===== src/apfio_pkg.sv =====
`default_nettype none
package apfio_pkg;

	// Register word addresses on the SPI register port
	localparam logic [9:0]  FLAG_DIRECTION_CTRL_ADDR = 10'h1c1;
	localparam logic [9:0]  FLAG_ROUTE_SELECT_ADDR   = 10'h1c3;
	localparam logic [9:0]  PIN_CONFIG_ADDR          = 10'h1a8;

	// Register reset values
	localparam logic [15:0] FLAG_DIRECTION_RESET     = 16'h0000;
	localparam logic [15:0] FLAG_ROUTE_RESET         = 16'h0000;
	localparam logic [15:0] PIN_CONFIG_RESET         = 16'h0000;

	// Flag-bus bit positions of the two shared pins
	localparam int          PIN0_FLAG_BIT            = 10;
	localparam int          PIN1_FLAG_BIT            = 11;

	// Per-pin config field layout: pin x uses base 8*x
	localparam int          CFG_SOURCE_POS           = 0;
	localparam int          CFG_ENABLE_POS           = 1;
	localparam int          CFG_IOCTRL_POS           = 2;
	localparam int          CFG_GAIN_POS             = 3;
	localparam int          CFG_ANSEL_POS            = 5;
	localparam int          CFG_PIN_STRIDE           = 8;

	// Gain codes meant for digital use
	localparam logic [1:0]  GAIN_IO_3V3              = 2'h0;
	localparam logic [1:0]  GAIN_IO_5V0              = 2'h1;

	typedef enum logic [3:0] {
		APFIO_MODE_ANALOG_OFF = 4'b0001,
		APFIO_MODE_ANALOG_ON  = 4'b0010,
		APFIO_MODE_DIG_IN     = 4'b0100,
		APFIO_MODE_DIG_OUT    = 4'b1000
	} apfio_mode_t;

endpackage : apfio_pkg
`default_nettype wire


===== src/apfio_top.sv =====
// What this block does
// - Each shared analog pin can act as a flag-bus bit, pin 0 as bit 10 and pin 1 as bit 11, chosen by route and direction registers.
// - A pin set as digital input has its output buffer released at once.
// - Route 0 with source 0 gives an analog output, buffer off with enable 0 and on with enable 1.
// - Route 1, direction 1, source 1 and I/O control 0 give a digital input with the buffer off.
// - Route 1, direction 0, source 1 and I/O control 1 give a digital output with the buffer driving.
// - The source bit selects analog at 0 (reset) and the pin's flag drive signal at 1.
// - Source, enable and I/O control reset to 0, leaving both pins analog and undriven.
// - With digital output selected the internal flag line is an output (direction 0) and the analog path is cut.
// - The pin level does not follow the I/O supply; the digital output runs through the 5 V amplifier.
// - A weak pull-down stays on each pin in every mode.
// - With source 0, amplifier enable 0 forces the pin off whatever the analog source select holds.
`timescale 1ns/1ps
`default_nettype none
module apfio_top (
	// Clock and reset
	input  wire logic        i_sys_clk,
	input  wire logic        i_reset_n,
	// SPI register port, one word per strobe
	input  wire logic        i_reg_wr,
	input  wire logic        i_reg_rd,
	input  wire logic [9:0]  i_reg_addr,
	input  wire logic [15:0] i_reg_wdata,
	output logic [15:0]      o_reg_rdata,
	output logic             o_reg_rvalid,
	// Flag bus from microcores
	input  wire logic [1:0]  i_pin_flag_drive,
	output logic [15:0]      o_flag_in,
	output logic [15:0]      o_flag_in_valid,
	// Shared analog pins
	input  wire logic [1:0]  i_shared_analog_pin,
	output logic [1:0]       o_shared_analog_pin,
	output logic [1:0]       o_shared_analog_pin_oe,
	output logic [1:0]       o_shared_analog_pin_pulldown,
	// Analog amplifier control
	output logic [1:0]       o_amp_path_enable,
	output logic [5:0]       o_amp_source_sel,
	output logic [3:0]       o_amp_gain,
	output logic             o_amp_supply_5v
);
	logic [15:0] flag_dir_q;
	logic [15:0] flag_route_q;
	logic [15:0] pin_cfg_q;
	logic [15:0] rdata_q;
	logic        rvalid_q;
	logic [1:0]  flag_in;
	logic [1:0]  flag_in_valid;

	// Register writes
	always_ff @(posedge i_sys_clk or negedge i_reset_n) begin
		if (!i_reset_n) begin
			flag_dir_q   <= apfio_pkg::FLAG_DIRECTION_RESET;
			flag_route_q <= apfio_pkg::FLAG_ROUTE_RESET;
			pin_cfg_q    <= apfio_pkg::PIN_CONFIG_RESET;
		end else if (i_reg_wr) begin
			if (i_reg_addr == apfio_pkg::FLAG_DIRECTION_CTRL_ADDR) begin
				flag_dir_q <= i_reg_wdata;
			end else if (i_reg_addr == apfio_pkg::FLAG_ROUTE_SELECT_ADDR) begin
				flag_route_q <= i_reg_wdata;
			end else if (i_reg_addr == apfio_pkg::PIN_CONFIG_ADDR) begin
				pin_cfg_q <= i_reg_wdata;
			end
		end
	end

	// Register reads; unmapped words read zero
	always_ff @(posedge i_sys_clk or negedge i_reset_n) begin
		if (!i_reset_n) begin
			rdata_q  <= 16'h0000;
			rvalid_q <= 1'b0;
		end else begin
			rvalid_q <= i_reg_rd;
			if (!i_reg_rd) begin
				rdata_q <= rdata_q;
			end else if (i_reg_addr == apfio_pkg::FLAG_DIRECTION_CTRL_ADDR) begin
				rdata_q <= flag_dir_q;
			end else if (i_reg_addr == apfio_pkg::FLAG_ROUTE_SELECT_ADDR) begin
				rdata_q <= flag_route_q;
			end else if (i_reg_addr == apfio_pkg::PIN_CONFIG_ADDR) begin
				rdata_q <= pin_cfg_q;
			end else begin
				rdata_q <= 16'h0000;
			end
		end
	end
	assign o_reg_rdata  = rdata_q;
	assign o_reg_rvalid = rvalid_q;

	localparam int FB [2] = '{apfio_pkg::PIN0_FLAG_BIT, apfio_pkg::PIN1_FLAG_BIT};

	// One controller per shared pin
	for (genvar g = 0; g < 2; g++) begin : g_pin
		localparam int B = g * apfio_pkg::CFG_PIN_STRIDE;
		apfio_pin_ctrl apfio_pin_ctrl_inst (
			.i_sys_clk        (i_sys_clk),
			.i_reset_n        (i_reset_n),
			.i_route          (flag_route_q[FB[g]]),
			.i_dir_in         (flag_dir_q[FB[g]]),
			.i_source         (pin_cfg_q[B + apfio_pkg::CFG_SOURCE_POS]),
			.i_amp_enable     (pin_cfg_q[B + apfio_pkg::CFG_ENABLE_POS]),
			.i_ioctrl         (pin_cfg_q[B + apfio_pkg::CFG_IOCTRL_POS]),
			.i_pin_flag_drive (i_pin_flag_drive[g]),
			.i_pad_in         (i_shared_analog_pin[g]),
			.o_pad_out        (o_shared_analog_pin[g]),
			.o_pad_oe         (o_shared_analog_pin_oe[g]),
			.o_analog_path_en (o_amp_path_enable[g]),
			.o_flag_in        (flag_in[g]),
			.o_flag_in_valid  (flag_in_valid[g]),
			.o_mode           ()
		);
		assign o_amp_source_sel[g*3 +: 3] = pin_cfg_q[B + apfio_pkg::CFG_ANSEL_POS +: 3];
		// Gain code also sets the digital level: 00 gives 3.3 V, 01 gives 5.0 V
		assign o_amp_gain[g*2 +: 2] = pin_cfg_q[B + apfio_pkg::CFG_GAIN_POS +: 2];
	end

	// Flag-bus view: only bits 10 and 11 belong to this block
	always_comb begin
		o_flag_in       = 16'h0000;
		o_flag_in_valid = 16'h0000;
		o_flag_in[apfio_pkg::PIN0_FLAG_BIT]       = flag_in[0] & flag_in_valid[0];
		o_flag_in[apfio_pkg::PIN1_FLAG_BIT]       = flag_in[1] & flag_in_valid[1];
		o_flag_in_valid[apfio_pkg::PIN0_FLAG_BIT] = flag_in_valid[0];
		o_flag_in_valid[apfio_pkg::PIN1_FLAG_BIT] = flag_in_valid[1];
	end

	// Amplifier always on the 5 V rail, never the I/O supply
	assign o_amp_supply_5v              = 1'b1;
	// Pull-down held in every mode
	assign o_shared_analog_pin_pulldown = 2'b11;
endmodule : apfio_top
`default_nettype wire


===== src/apfio_sync2.sv =====
`timescale 1ns/1ps
`default_nettype none
module apfio_sync2 (
	// Clock and reset
	input  wire logic i_sys_clk,
	input  wire logic i_reset_n,
	// Level in and out
	input  wire logic i_level,
	output logic      o_level
);
	logic meta_q;
	logic sync_q;

	always_ff @(posedge i_sys_clk or negedge i_reset_n) begin
		if (!i_reset_n) begin
			meta_q <= 1'b0;
			sync_q <= 1'b0;
		end else begin
			meta_q <= i_level;
			sync_q <= meta_q;
		end
	end

	assign o_level = sync_q;
endmodule : apfio_sync2
`default_nettype wire


===== src/apfio_pin_ctrl.sv =====
`timescale 1ns/1ps
`default_nettype none
module apfio_pin_ctrl (
	// Clock and reset
	input  wire logic               i_sys_clk,
	input  wire logic               i_reset_n,
	// Configuration
	input  wire logic               i_route,
	input  wire logic               i_dir_in,
	input  wire logic               i_source,
	input  wire logic               i_amp_enable,
	input  wire logic               i_ioctrl,
	// Flag bus side
	input  wire logic               i_pin_flag_drive,
	// Pad side
	input  wire logic               i_pad_in,
	output logic                    o_pad_out,
	output logic                    o_pad_oe,
	output logic                    o_analog_path_en,
	output logic                    o_flag_in,
	output logic                    o_flag_in_valid,
	output apfio_pkg::apfio_mode_t  o_mode
);
	apfio_pkg::apfio_mode_t mode;
	logic                   out_q;

	// Mode decode; any combination off the table leaves the buffer off
	always_comb begin
		if (!i_source) begin
			// Analog function; enable low forces HiZ whatever the source select
			mode = i_amp_enable ? apfio_pkg::APFIO_MODE_ANALOG_ON : apfio_pkg::APFIO_MODE_ANALOG_OFF;
		end else if (i_route && i_dir_in && !i_ioctrl) begin
			mode = apfio_pkg::APFIO_MODE_DIG_IN;
		end else if (i_route && !i_dir_in && i_ioctrl) begin
			mode = apfio_pkg::APFIO_MODE_DIG_OUT;
		end else begin
			mode = apfio_pkg::APFIO_MODE_ANALOG_OFF;
		end
	end

	// Pad level comes from outside the clock domain
	apfio_sync2 apfio_sync2_inst (
		.i_sys_clk (i_sys_clk),
		.i_reset_n (i_reset_n),
		.i_level   (i_pad_in),
		.o_level   (o_flag_in)
	);

	always_ff @(posedge i_sys_clk or negedge i_reset_n) begin
		if (!i_reset_n) begin
			out_q <= 1'b0;
		end else begin
			out_q <= i_pin_flag_drive;
		end
	end

	// Input mode drops the driver at once, no register in the path
	assign o_pad_oe         = (mode == apfio_pkg::APFIO_MODE_DIG_OUT);
	assign o_pad_out        = out_q;
	// Digital output mutes the analog path
	assign o_analog_path_en = (mode == apfio_pkg::APFIO_MODE_ANALOG_ON);
	assign o_flag_in_valid  = (mode == apfio_pkg::APFIO_MODE_DIG_IN);
	assign o_mode           = mode;
endmodule : apfio_pin_ctrl
`default_nettype wire


===== config.mk =====
export PLATFORM = sky130hd
export DESIGN_NAME = apfio_top
export DESIGN_NICKNAME = d
export VERILOG_FILES = /design/src/apfio_pkg.sv /design/src/apfio_top.sv /design/src/apfio_sync2.sv /design/src/apfio_pin_ctrl.sv
export SDC_FILE = /design/constraint.sdc
export NUM_CORES = 1
export LEC_CHECK = 0
export BUFFER_PORTS_ARGS = -buffer_cell sky130_fd_sc_hd__clkbuf_2
export CORE_MARGIN = 2
export CORE_UTILIZATION = 30
export DETAILED_ROUTE_END_ITERATION = 10
export HOLD_SLACK_MARGIN = 0.02
export SLEW_MARGIN = 10
export SYNTH_ARGS = -nofsm -noshare
export SYNTH_HDL_FRONTEND = slang
export SYNTH_SLANG_ARGS = --single-unit

===== constraint.sdc =====
create_clock -name i_sys_clk -period 1.55 [get_ports i_sys_clk]
set_input_delay 0.0775 -clock i_sys_clk [delete_from_list [all_inputs] [get_ports i_sys_clk]]
set_output_delay 0.0775 -clock i_sys_clk [all_outputs]
set_load 0.005 [all_outputs]

Yosys cells after proc, flatten, opt, wreduce, memory -nomap -nowiden
Index checks and enable logic that the tools add are counted.
{"block": "totals", "reg_bits": 71, "in_bits": 34, "output_inout_bits": 68, "word_cells": 50}
{"block": "classes", "n_eq_ne": 9, "mux": 11, "bitwise": 4, "reduce_logical": 15}
{"op": "16-bit 2-to-1 mux", "count": 3}
{"op": "10-bit by 9-bit equality test with 1-bit output, second input constant", "count": 3}
{"op": "4-bit 2-to-1 mux", "count": 6}
{"op": "4-bit by 2-bit equality test with 1-bit output, second input constant", "count": 2}
{"op": "4-bit by 3-bit equality test with 1-bit output, second input constant", "count": 2}
{"op": "4-bit equality test, second input constant", "count": 2}
{"op": "1-bit logical AND", "count": 8}
{"op": "1-bit logical NOT", "count": 4}
{"op": "2-bit 2-to-1 mux", "count": 2}
{"op": "4-bit AND reduction", "count": 1}
{"op": "3-bit AND reduction", "count": 1}
{"op": "1-bit bitwise AND", "count": 2}
{"op": "1-bit NOT", "count": 2}
{"op": "2-bit AND reduction", "count": 1}

Longest topological paths before layout
Gate-level depths: netlist of run 1.
{"block": "logic_depth", "ltp_word": 8, "mapped_depth": 6, "ltp_nobuf": 4}

Hierarchy
A second synthesis of run 1 with hierarchy kept.
{"block": "unflattened", "cells_unflattened": 290, "area_unflattened_um2": 3517.1}
{"mod": "apfio_top", "n_inst": 1, "cells_per_inst": 266, "area_each_um2": 3241.9, "seq_area_each_um2": 1626.6}
{"mod": "apfio_pin_ctrl", "n_inst": 2, "cells_per_inst": 10, "area_each_um2": 87.6, "seq_area_each_um2": 25.0}
{"mod": "apfio_sync2", "n_inst": 2, "cells_per_inst": 2, "area_each_um2": 50.0, "seq_area_each_um2": 50.0}

Worst setup path after synthesis of run 1
Ideal clock, no wire load.
{"block": "synth_timing", "path_type": "input to register", "startpoint": "in i_reg_addr[9]", "endpoint": "reg flag_route_q[10]", "setup_time_ns": 0.125, "arrival_time_ns": 1.437, "setup_slack_ns": -0.012, "path_stages": 6, "n_path_buf": 2, "path_cell_list": "nand4bb_4 nor3_4 and3_1 buf_4 buf_4 mux2_2"}
{"block": "synth_via", "elab_chain_len": 3, "word_cells_on_any_way": 4, "cone_classes": "2 x eq/ne; 1 x bitwise; 1 x reduce/logical"}
{"item": "from (decl)", "line_no": "apfio_top.sv:22", "source": "input wire logic [9:0] i_reg_addr,"}
{"item": "10-bit by 9-bit equality test with 1-bit output", "line_no": "apfio_top.sv:56", "source": "if (i_reg_addr == apfio_pkg::FLAG_DIRECTION_CTRL_ADDR) begin"}
{"item": "1-bit NOT (no source line)"}
{"item": "3-bit AND reduction (no source line) *"}
{"item": "to (signal assigned)", "line_no": "apfio_top.sv:53", "source": "flag_route_q <= apfio_pkg::FLAG_ROUTE_RESET;"}
{"item": "to (signal assigned)", "line_no": "apfio_top.sv:59", "source": "flag_route_q <= i_reg_wdata;"}
{"item": "to (decl)", "line_no": "apfio_top.sv:42", "source": "logic [15:0] flag_route_q;"}
Every way passes the cells marked *; elsewhere a longest branch is shown, timed or not.
A chain may end at the register's enable or synchronous reset.

Final worst setup path of run 1
{"block": "layout_timing", "startpoint": "reg pin_cfg_q[8]", "endpoint": "out o_flag_in[11]"}
{"block": "layout_via", "elab_chain_len": 3}
{"item": "from (decl)", "line_no": "apfio_top.sv:43", "source": "logic [15:0] pin_cfg_q;"}
{"item": "from (signal assigned)", "line_no": "apfio_top.sv:54", "source": "pin_cfg_q <= apfio_pkg::PIN_CONFIG_RESET;"}
{"item": "from (signal assigned)", "line_no": "apfio_top.sv:61", "source": "pin_cfg_q <= i_reg_wdata;"}
{"item": "4-bit 2-to-1 mux", "line_no": "apfio_pin_ctrl.sv:29", "source": "if (!i_source) begin"}
{"item": "4-bit by 3-bit equality test with 1-bit output", "line_no": "apfio_pin_ctrl.sv:62", "source": "assign o_flag_in_valid = (mode == apfio_pkg::APFIO_MODE_DIG_IN);"}
{"item": "1-bit bitwise AND", "line_no": "apfio_top.sv:121", "source": "o_flag_in[apfio_pkg::PIN1_FLAG_BIT] = flag_in[1] & flag_in_valid[1];"}
{"item": "to (decl)", "line_no": "apfio_top.sv:28", "source": "output logic [15:0] o_flag_in,"}
No other way between the ends.

==> results.sh, run 1 <==
export IMPL_ys_types=24
export IMPL_core_area_sq_um=11400
export IMPL_drc=0
export IMPL_synth_area_sq_um=3480
export IMPL_antenna_found_initial=0
export IMPL_postRouteWirelength_mm=7.83
export IMPL_rows=39
export IMPL_drtPass1Iterations=5
export IMPL_hold_violations=0
export IMPL_cts_setup_buffers=0
export IMPL_place_area_sq_um=3850
export IMPL_start_util_pct=30.6
export IMPL_finalNonFillerCells=500
export IMPL_final_cell_mix="dfrtp_1 (71), clkbuf_2 (69), conb_1 (31)"
export IMPL_viasPerCell=4.54
export IMPL_place_detailed_hpwl_mm=5.19
export IMPL_ys_ff_latch=71
export IMPL_power_leakage_nw=2.17
export IMPL_synth_top_cell_by_area="dfrtp_1"
export IMPL_critPathRequiredTime_ns=1.47
export IMPL_grt_pass1_vias=2271
export IMPL_numCtsBuffers=9
export IMPL_period_needed_ns=1.44
export IMPL_yosysSeqAreaShare_pct=51.1
export IMPL_fin_skew_ns=0.00735
export IMPL_insertion_delay_ns=0.33
export IMPL_slew_violations=0
export IMPL_gp_congestion=0.725
export IMPL_io_buffers=70
export IMPL_utilization_pct=37.6
export IMPL_cp_start_kind="flip-flop"
export IMPL_io_pins=102
export IMPL_worstPathCellList="nand2_1, nor3_1, and2_1, clkbuf_2"
export IMPL_design_area_sq_um=4280
export IMPL_mostFrequentLayoutCell="dfrtp_1"
export IMPL_path_buf_inv=1
export IMPL_dp_cells=474
export IMPL_fill_cells=1095
export IMPL_ir_drop_uv=576
export IMPL_grt_pass1_wl_mm=12.5
export IMPL_drive_gt1_share_pct=42.3
export IMPL_die_area_sq_um=12500
export IMPL_nets=386
export IMPL_worstPathMaxFanout=4
export IMPL_netlist_instances=274
export IMPL_fmax_ghz=0.693
export IMPL_clock_sinks=71
export IMPL_cp_arrival_ns=1.37
export IMPL_cp_top_family="simple AND/OR/NAND/NOR gates"
export IMPL_num_antenna_cells=0
export IMPL_wl_per_cell_um=15.7
export IMPL_status="complete, no violations"
export IMPL_syn_to_final_growth_pct=23.1
export IMPL_rsz0062_at_grt="false"
export IMPL_finalCritPeriodShare_pct=93.1
export IMPL_path_clk_slew_ns=0.06
export IMPL_die_w_um=112
export IMPL_synth_avg_cell_area_sq_um=12.7
export IMPL_grt_overflow=0
export IMPL_worstSetupPathType="flip-flop to primary output"
export IMPL_die_h_um=112
export IMPL_synth_warnings=0
export IMPL_slowest_delay_ns=0.45
export IMPL_setup_viol=0
export IMPL_htree_levels=3
export IMPL_vias=2270
export IMPL_yosys_top_cells_area="dfrtp_1 (51%), mux2_2 (9.1%), buf_4 (8.9%)"
export IMPL_hold_path_class="primary input to flip-flop"
export IMPL_grt_max_degree=40
export IMPL_crit_path_end_kind="primary output"
export IMPL_critPathSlowestCell="dfrtp_1"
export IMPL_maxCapViolCount=0
export IMPL_tns_ns=0
export IMPL_track_usage_pct=12.8
export IMPL_yosysTopAreaCellShare_pct=51.1
export IMPL_root_buffer="clkbuf_16"
export IMPL_cts_tree="done"
export IMPL_clk_path_buf_depth=2
export IMPL_first_iter_violations=119
export IMPL_power_density_nw_per_um2=1060
export IMPL_antenna_left=0
final cells by class:
cell class	instances	area [sq um]	share of cell area [%]
sequential	71	1780	41.5
multi-input combinational	162	1370	31.9
timing repair buffer	91	561	13.1
clock buffer	11	253	5.90
tap	143	179	4.18
clock inverter	5	80.1	1.87
inverter	17	63.8	1.49
synth_stat cells:
library cell,count
nor3_4,1
nand4bb_1,2
a221oi_1,16
nor2_1,16
nor4_4,2
dfrtp_1,71
conb_1,2
and2_1,2
nand2b_1,16
nor3b_1,2
inv_1,17
mux2_2,28
buf_4,41
nand4bb_4,1
and3_1,1
mux2_4,20
nand2_4,2
nand2_1,2
buf_6,3
clkbuf_1,7
buf_2,2
nor2b_1,2
nor3_1,2
a311oi_1,16
state kept, by name, summed over array words and instances (netlist names):
name / flops
g_pin.apfio_pin_ctrl_inst.apfio_sync2_inst.o_level: 2
o_reg_rvalid: 1
g_pin.apfio_pin_ctrl_inst.apfio_sync2_inst.meta_q: 2
pin_cfg_q: 16
g_pin.apfio_pin_ctrl_inst.o_pad_out: 2
o_reg_rdata: 16
flag_route_q: 16
flag_dir_q: 16
cell families (layout without fill, tap and decap cells):
kind of cell | after synthesis | after routing | share of synthesized area (%)
AO/OA/AOI/OAI | 32 | 32 | 8.06
buffers and inverters | 70 | 124 | 12.7
flip-flops | 71 | 71 | 51.1
multiplexers | 48 | 48 | 17.7
other | 2 | 31 | 0.216
AND/OR/NAND/NOR | 51 | 51 | 10.2
worst paths after layout:
kind	cells after the start	slack [ns]	from	to
worst max-delay path	4	0.11	pin_cfg_q[8]	o_flag_in[11]
worst max register to register	3	0.51	flag_route_q[10]	o_reg_rdata[10]
min in group asynchronous	2	0.10	i_reset_n	o_reg_rdata[15]
max in group asynchronous	3	0.89	i_reset_n	o_reg_rdata[12]
worst min register to register	0	0.35	flip-flop	flip-flop
worst min-delay path	2	0.02	i_reg_wdata[7]	flag_dir_q[7]
where the power goes:
part / switching [mW] / internal (mW) / total [mW]
Clock: 0.765 / 1.49 / 2.26
Sequential: 0.0325 / 1.91 / 1.94
Combinational: 0.181 / 0.145 / 0.326
through the flow:
step / power (mW) / setup slack, ns / hold slack [ns]
finish: 4.53 / 0.107 / 0.0228
global route: 4.69 / 0.0547 / 0.0286
CTS: 4.57 / 0.129 / 0.0236
detailed placement: 2.29 / -0.0643 / -0.103
global placement: 2.28 / -0.0197 / -0.106
floorplan: 2.16 / 0.00139 / -0.218
metal layers:
metal | GRT usage [%] | wire length, um | share of wire, %
met4 | 5.19 | 74 | 0.94
met2 | 18.7 | 3510 | 45
met5 | 0 | 0 | 0
met3 | 4.08 | 582 | 7.4
met1 | 17.7 | 3660 | 47
repair_timing:
| item | in CTS | in global routing |
|---|---|---|
| endpoints found under the setup margin | 0 | 0 |
| hold buffers | 10 | 0 |
| resized for setup | 0 | 0 |
| endpoints found under the hold margin | 81 | 0 |
worst register-to-register path, stage by stage, from the launching register on:
cell      delay, ns
dfrtp_1        0.39
nand2b_1       0.15
a221oi_1       0.29
a311oi_1       0.09
Note: power is estimated with default switching activity, not from simulation.
==> inputs of run 2 (changes only) <==
Settings changed: CTS_BUF_LIST set to sky130_fd_sc_hd__clkbuf_8, CTS_CLUSTER_DIAMETER set to 80, PLACE_DENSITY set to 0.52.
==> results.sh, run 2 (same netlist as run 1, synthesis figures left out) <==
export IMPL_die_w_um=112
export IMPL_cts_setup_buffers=0
export IMPL_grt_pass1_wl_mm=12.9
export IMPL_die_h_um=112
export IMPL_cp_arrival_ns=1.31
export IMPL_setup_viol=0
export IMPL_power_leakage_nw=2.18
export IMPL_gp_congestion=0.719
export IMPL_start_util_pct=30.6
export IMPL_grt_max_degree=46
export IMPL_rows=39
export IMPL_maxCapViolCount=0
export IMPL_intPower_mw=2.93
export IMPL_numCtsBuffers=9
export IMPL_core_area_sq_um=11400
export IMPL_final_cell_mix="dfrtp_1 (71), clkbuf_2 (69), conb_1 (31)"
export IMPL_drtPass1Iterations=4
export IMPL_grt_pass1_vias=2367
export IMPL_io_buffers=70
export IMPL_power_density_nw_per_um2=899
export IMPL_seqPwrFrac_pct=50.5
export IMPL_worstPathMaxFanout=3
export IMPL_fmax_ghz=0.719
export IMPL_slew_violations=0
export IMPL_rsz0062_at_grt="false"
export IMPL_insertion_delay_ns=0.34
export IMPL_io_pins=102
export IMPL_track_usage_pct=13.2
export IMPL_root_buffer="clkbuf_8"
export IMPL_num_antenna_cells=0
export IMPL_viasPerCell=4.57
export IMPL_status="complete, no violations"
export IMPL_finalCritPeriodShare_pct=89.7
export IMPL_switchingPower_mw=0.910
export IMPL_mostFrequentLayoutCell="dfrtp_1"
export IMPL_ir_drop_uv=469
export IMPL_crit_path_end_kind="primary output"
export IMPL_place_area_sq_um=3860
export IMPL_worstSetupPathType="flip-flop to primary output"
export IMPL_hold_path_class="primary input to flip-flop"
export IMPL_cp_start_kind="flip-flop"
export IMPL_die_area_sq_um=12500
export IMPL_dp_slack_ns=-0.0548
export IMPL_fill_cells=1129
export IMPL_postRouteWirelength_mm=7.89
export IMPL_clock_sinks=71
export IMPL_syn_to_final_growth_pct=23.1
export IMPL_power_share_clock_pct=40.5
export IMPL_hold_buffers=21
export IMPL_drc=0
export IMPL_hold_violations=0
export IMPL_cts_tree="done"
export IMPL_grt_overflow=0
export IMPL_tns_ns=0
export IMPL_cts_resized=0
export IMPL_htree_levels=3
export IMPL_vias=2336
export IMPL_reg2reg_slack_ns=0.52
export IMPL_wl_per_cell_um=15.4
export IMPL_critPathRequiredTime_ns=1.47
export IMPL_nets=397
export IMPL_fin_skew_ns=0.00992
export IMPL_clk_path_buf_depth=2
export IMPL_period_needed_ns=1.39
export IMPL_comb_power_share_pct=9.0
export IMPL_antenna_found_initial=0
export IMPL_path_clk_slew_ns=0.07
export IMPL_drive_gt1_share_pct=40.8
export IMPL_switching_share_pct=23.7
export IMPL_antenna_left=0
export IMPL_place_detailed_hpwl_mm=5.31
export IMPL_design_area_sq_um=4280
export IMPL_first_iter_violations=106
export IMPL_layout_setup_ws_ns=0.159
[run 2: changes by cell type in the layout (fill, tap and decap cells not counted), sizes merged]
cell	change
dlygate4sd3	+11
clkinv	+1
bufinv	-1
clkbuf	+1
clkinvlp	-2
inv	+1
[run 2: critical path: stages (launching register included)]
cell	delay (ns)
dfrtp_1	0.40
inv_1	0.08
nor3_1	0.24
and2_1	0.16
clkbuf_2	0.11
[run 2: path summary, 6_finish.rpt]
kind | from | end | cells after the start
worst max-delay path | flag_dir_q[11] | o_flag_in[11] | 4
worst min-delay path | i_reg_rd | o_reg_rvalid | 2
worst max register to register | flag_route_q[10] | o_reg_rdata[10] | 3
worst min register to register | flip-flop | flip-flop | 0
max in group asynchronous | i_reset_n | o_reg_rvalid | 3
min in group asynchronous | i_reset_n | pin_cfg_q[9] | 2
[run 2: area by class of cell]
type	count	area, sq um	area share (%)
Clock inverter	4	43.8	1.02
Multi-Input combinational cell	162	1370	32.0
Inverter	17	63.8	1.49
Clock buffer	12	165	3.86
Timing Repair Buffer	102	683	16.0
Sequential cell	71	1780	41.5
Tap cell	143	179	4.18
[run 2: power by group through the flow]
stage | sequential (mW) | clock [mW] | combinational, mW
2_1_floorplan | 1.97 | 0 | 0.191
5_1_grt | 1.95 | 1.68 | 0.390
3_5_place_dp | 1.98 | 0 | 0.311
4_1_cts | 1.94 | 1.59 | 0.353
6_report | 1.94 | 1.56 | 0.346
3_3_place_gp | 1.98 | 0 | 0.306
[run 2: stage by stage]
stage	util [%]	cells	power, mW	hold slack [ns]
finish	37.6	511	3.84	0.104
global route	37.6	511	4.02	0.106
floorplan	-	303	2.16	-0.218
global placement	33.9	474	2.28	0.0215
CTS	37.6	511	3.89	0.0866
detailed placement	33.9	474	2.29	0.0265
[run 2: metal layers]
layer / GRT usage, % / vias to the layer above / wire, um
met2: 20.9 / 94 / 3760
met3: 2.12 / 11 / 414
met4: 5.19 / 0 / 114
met1: 18.3 / 1155 / 3600
li1: - / 1076 / -
met5: 0 / - / 0
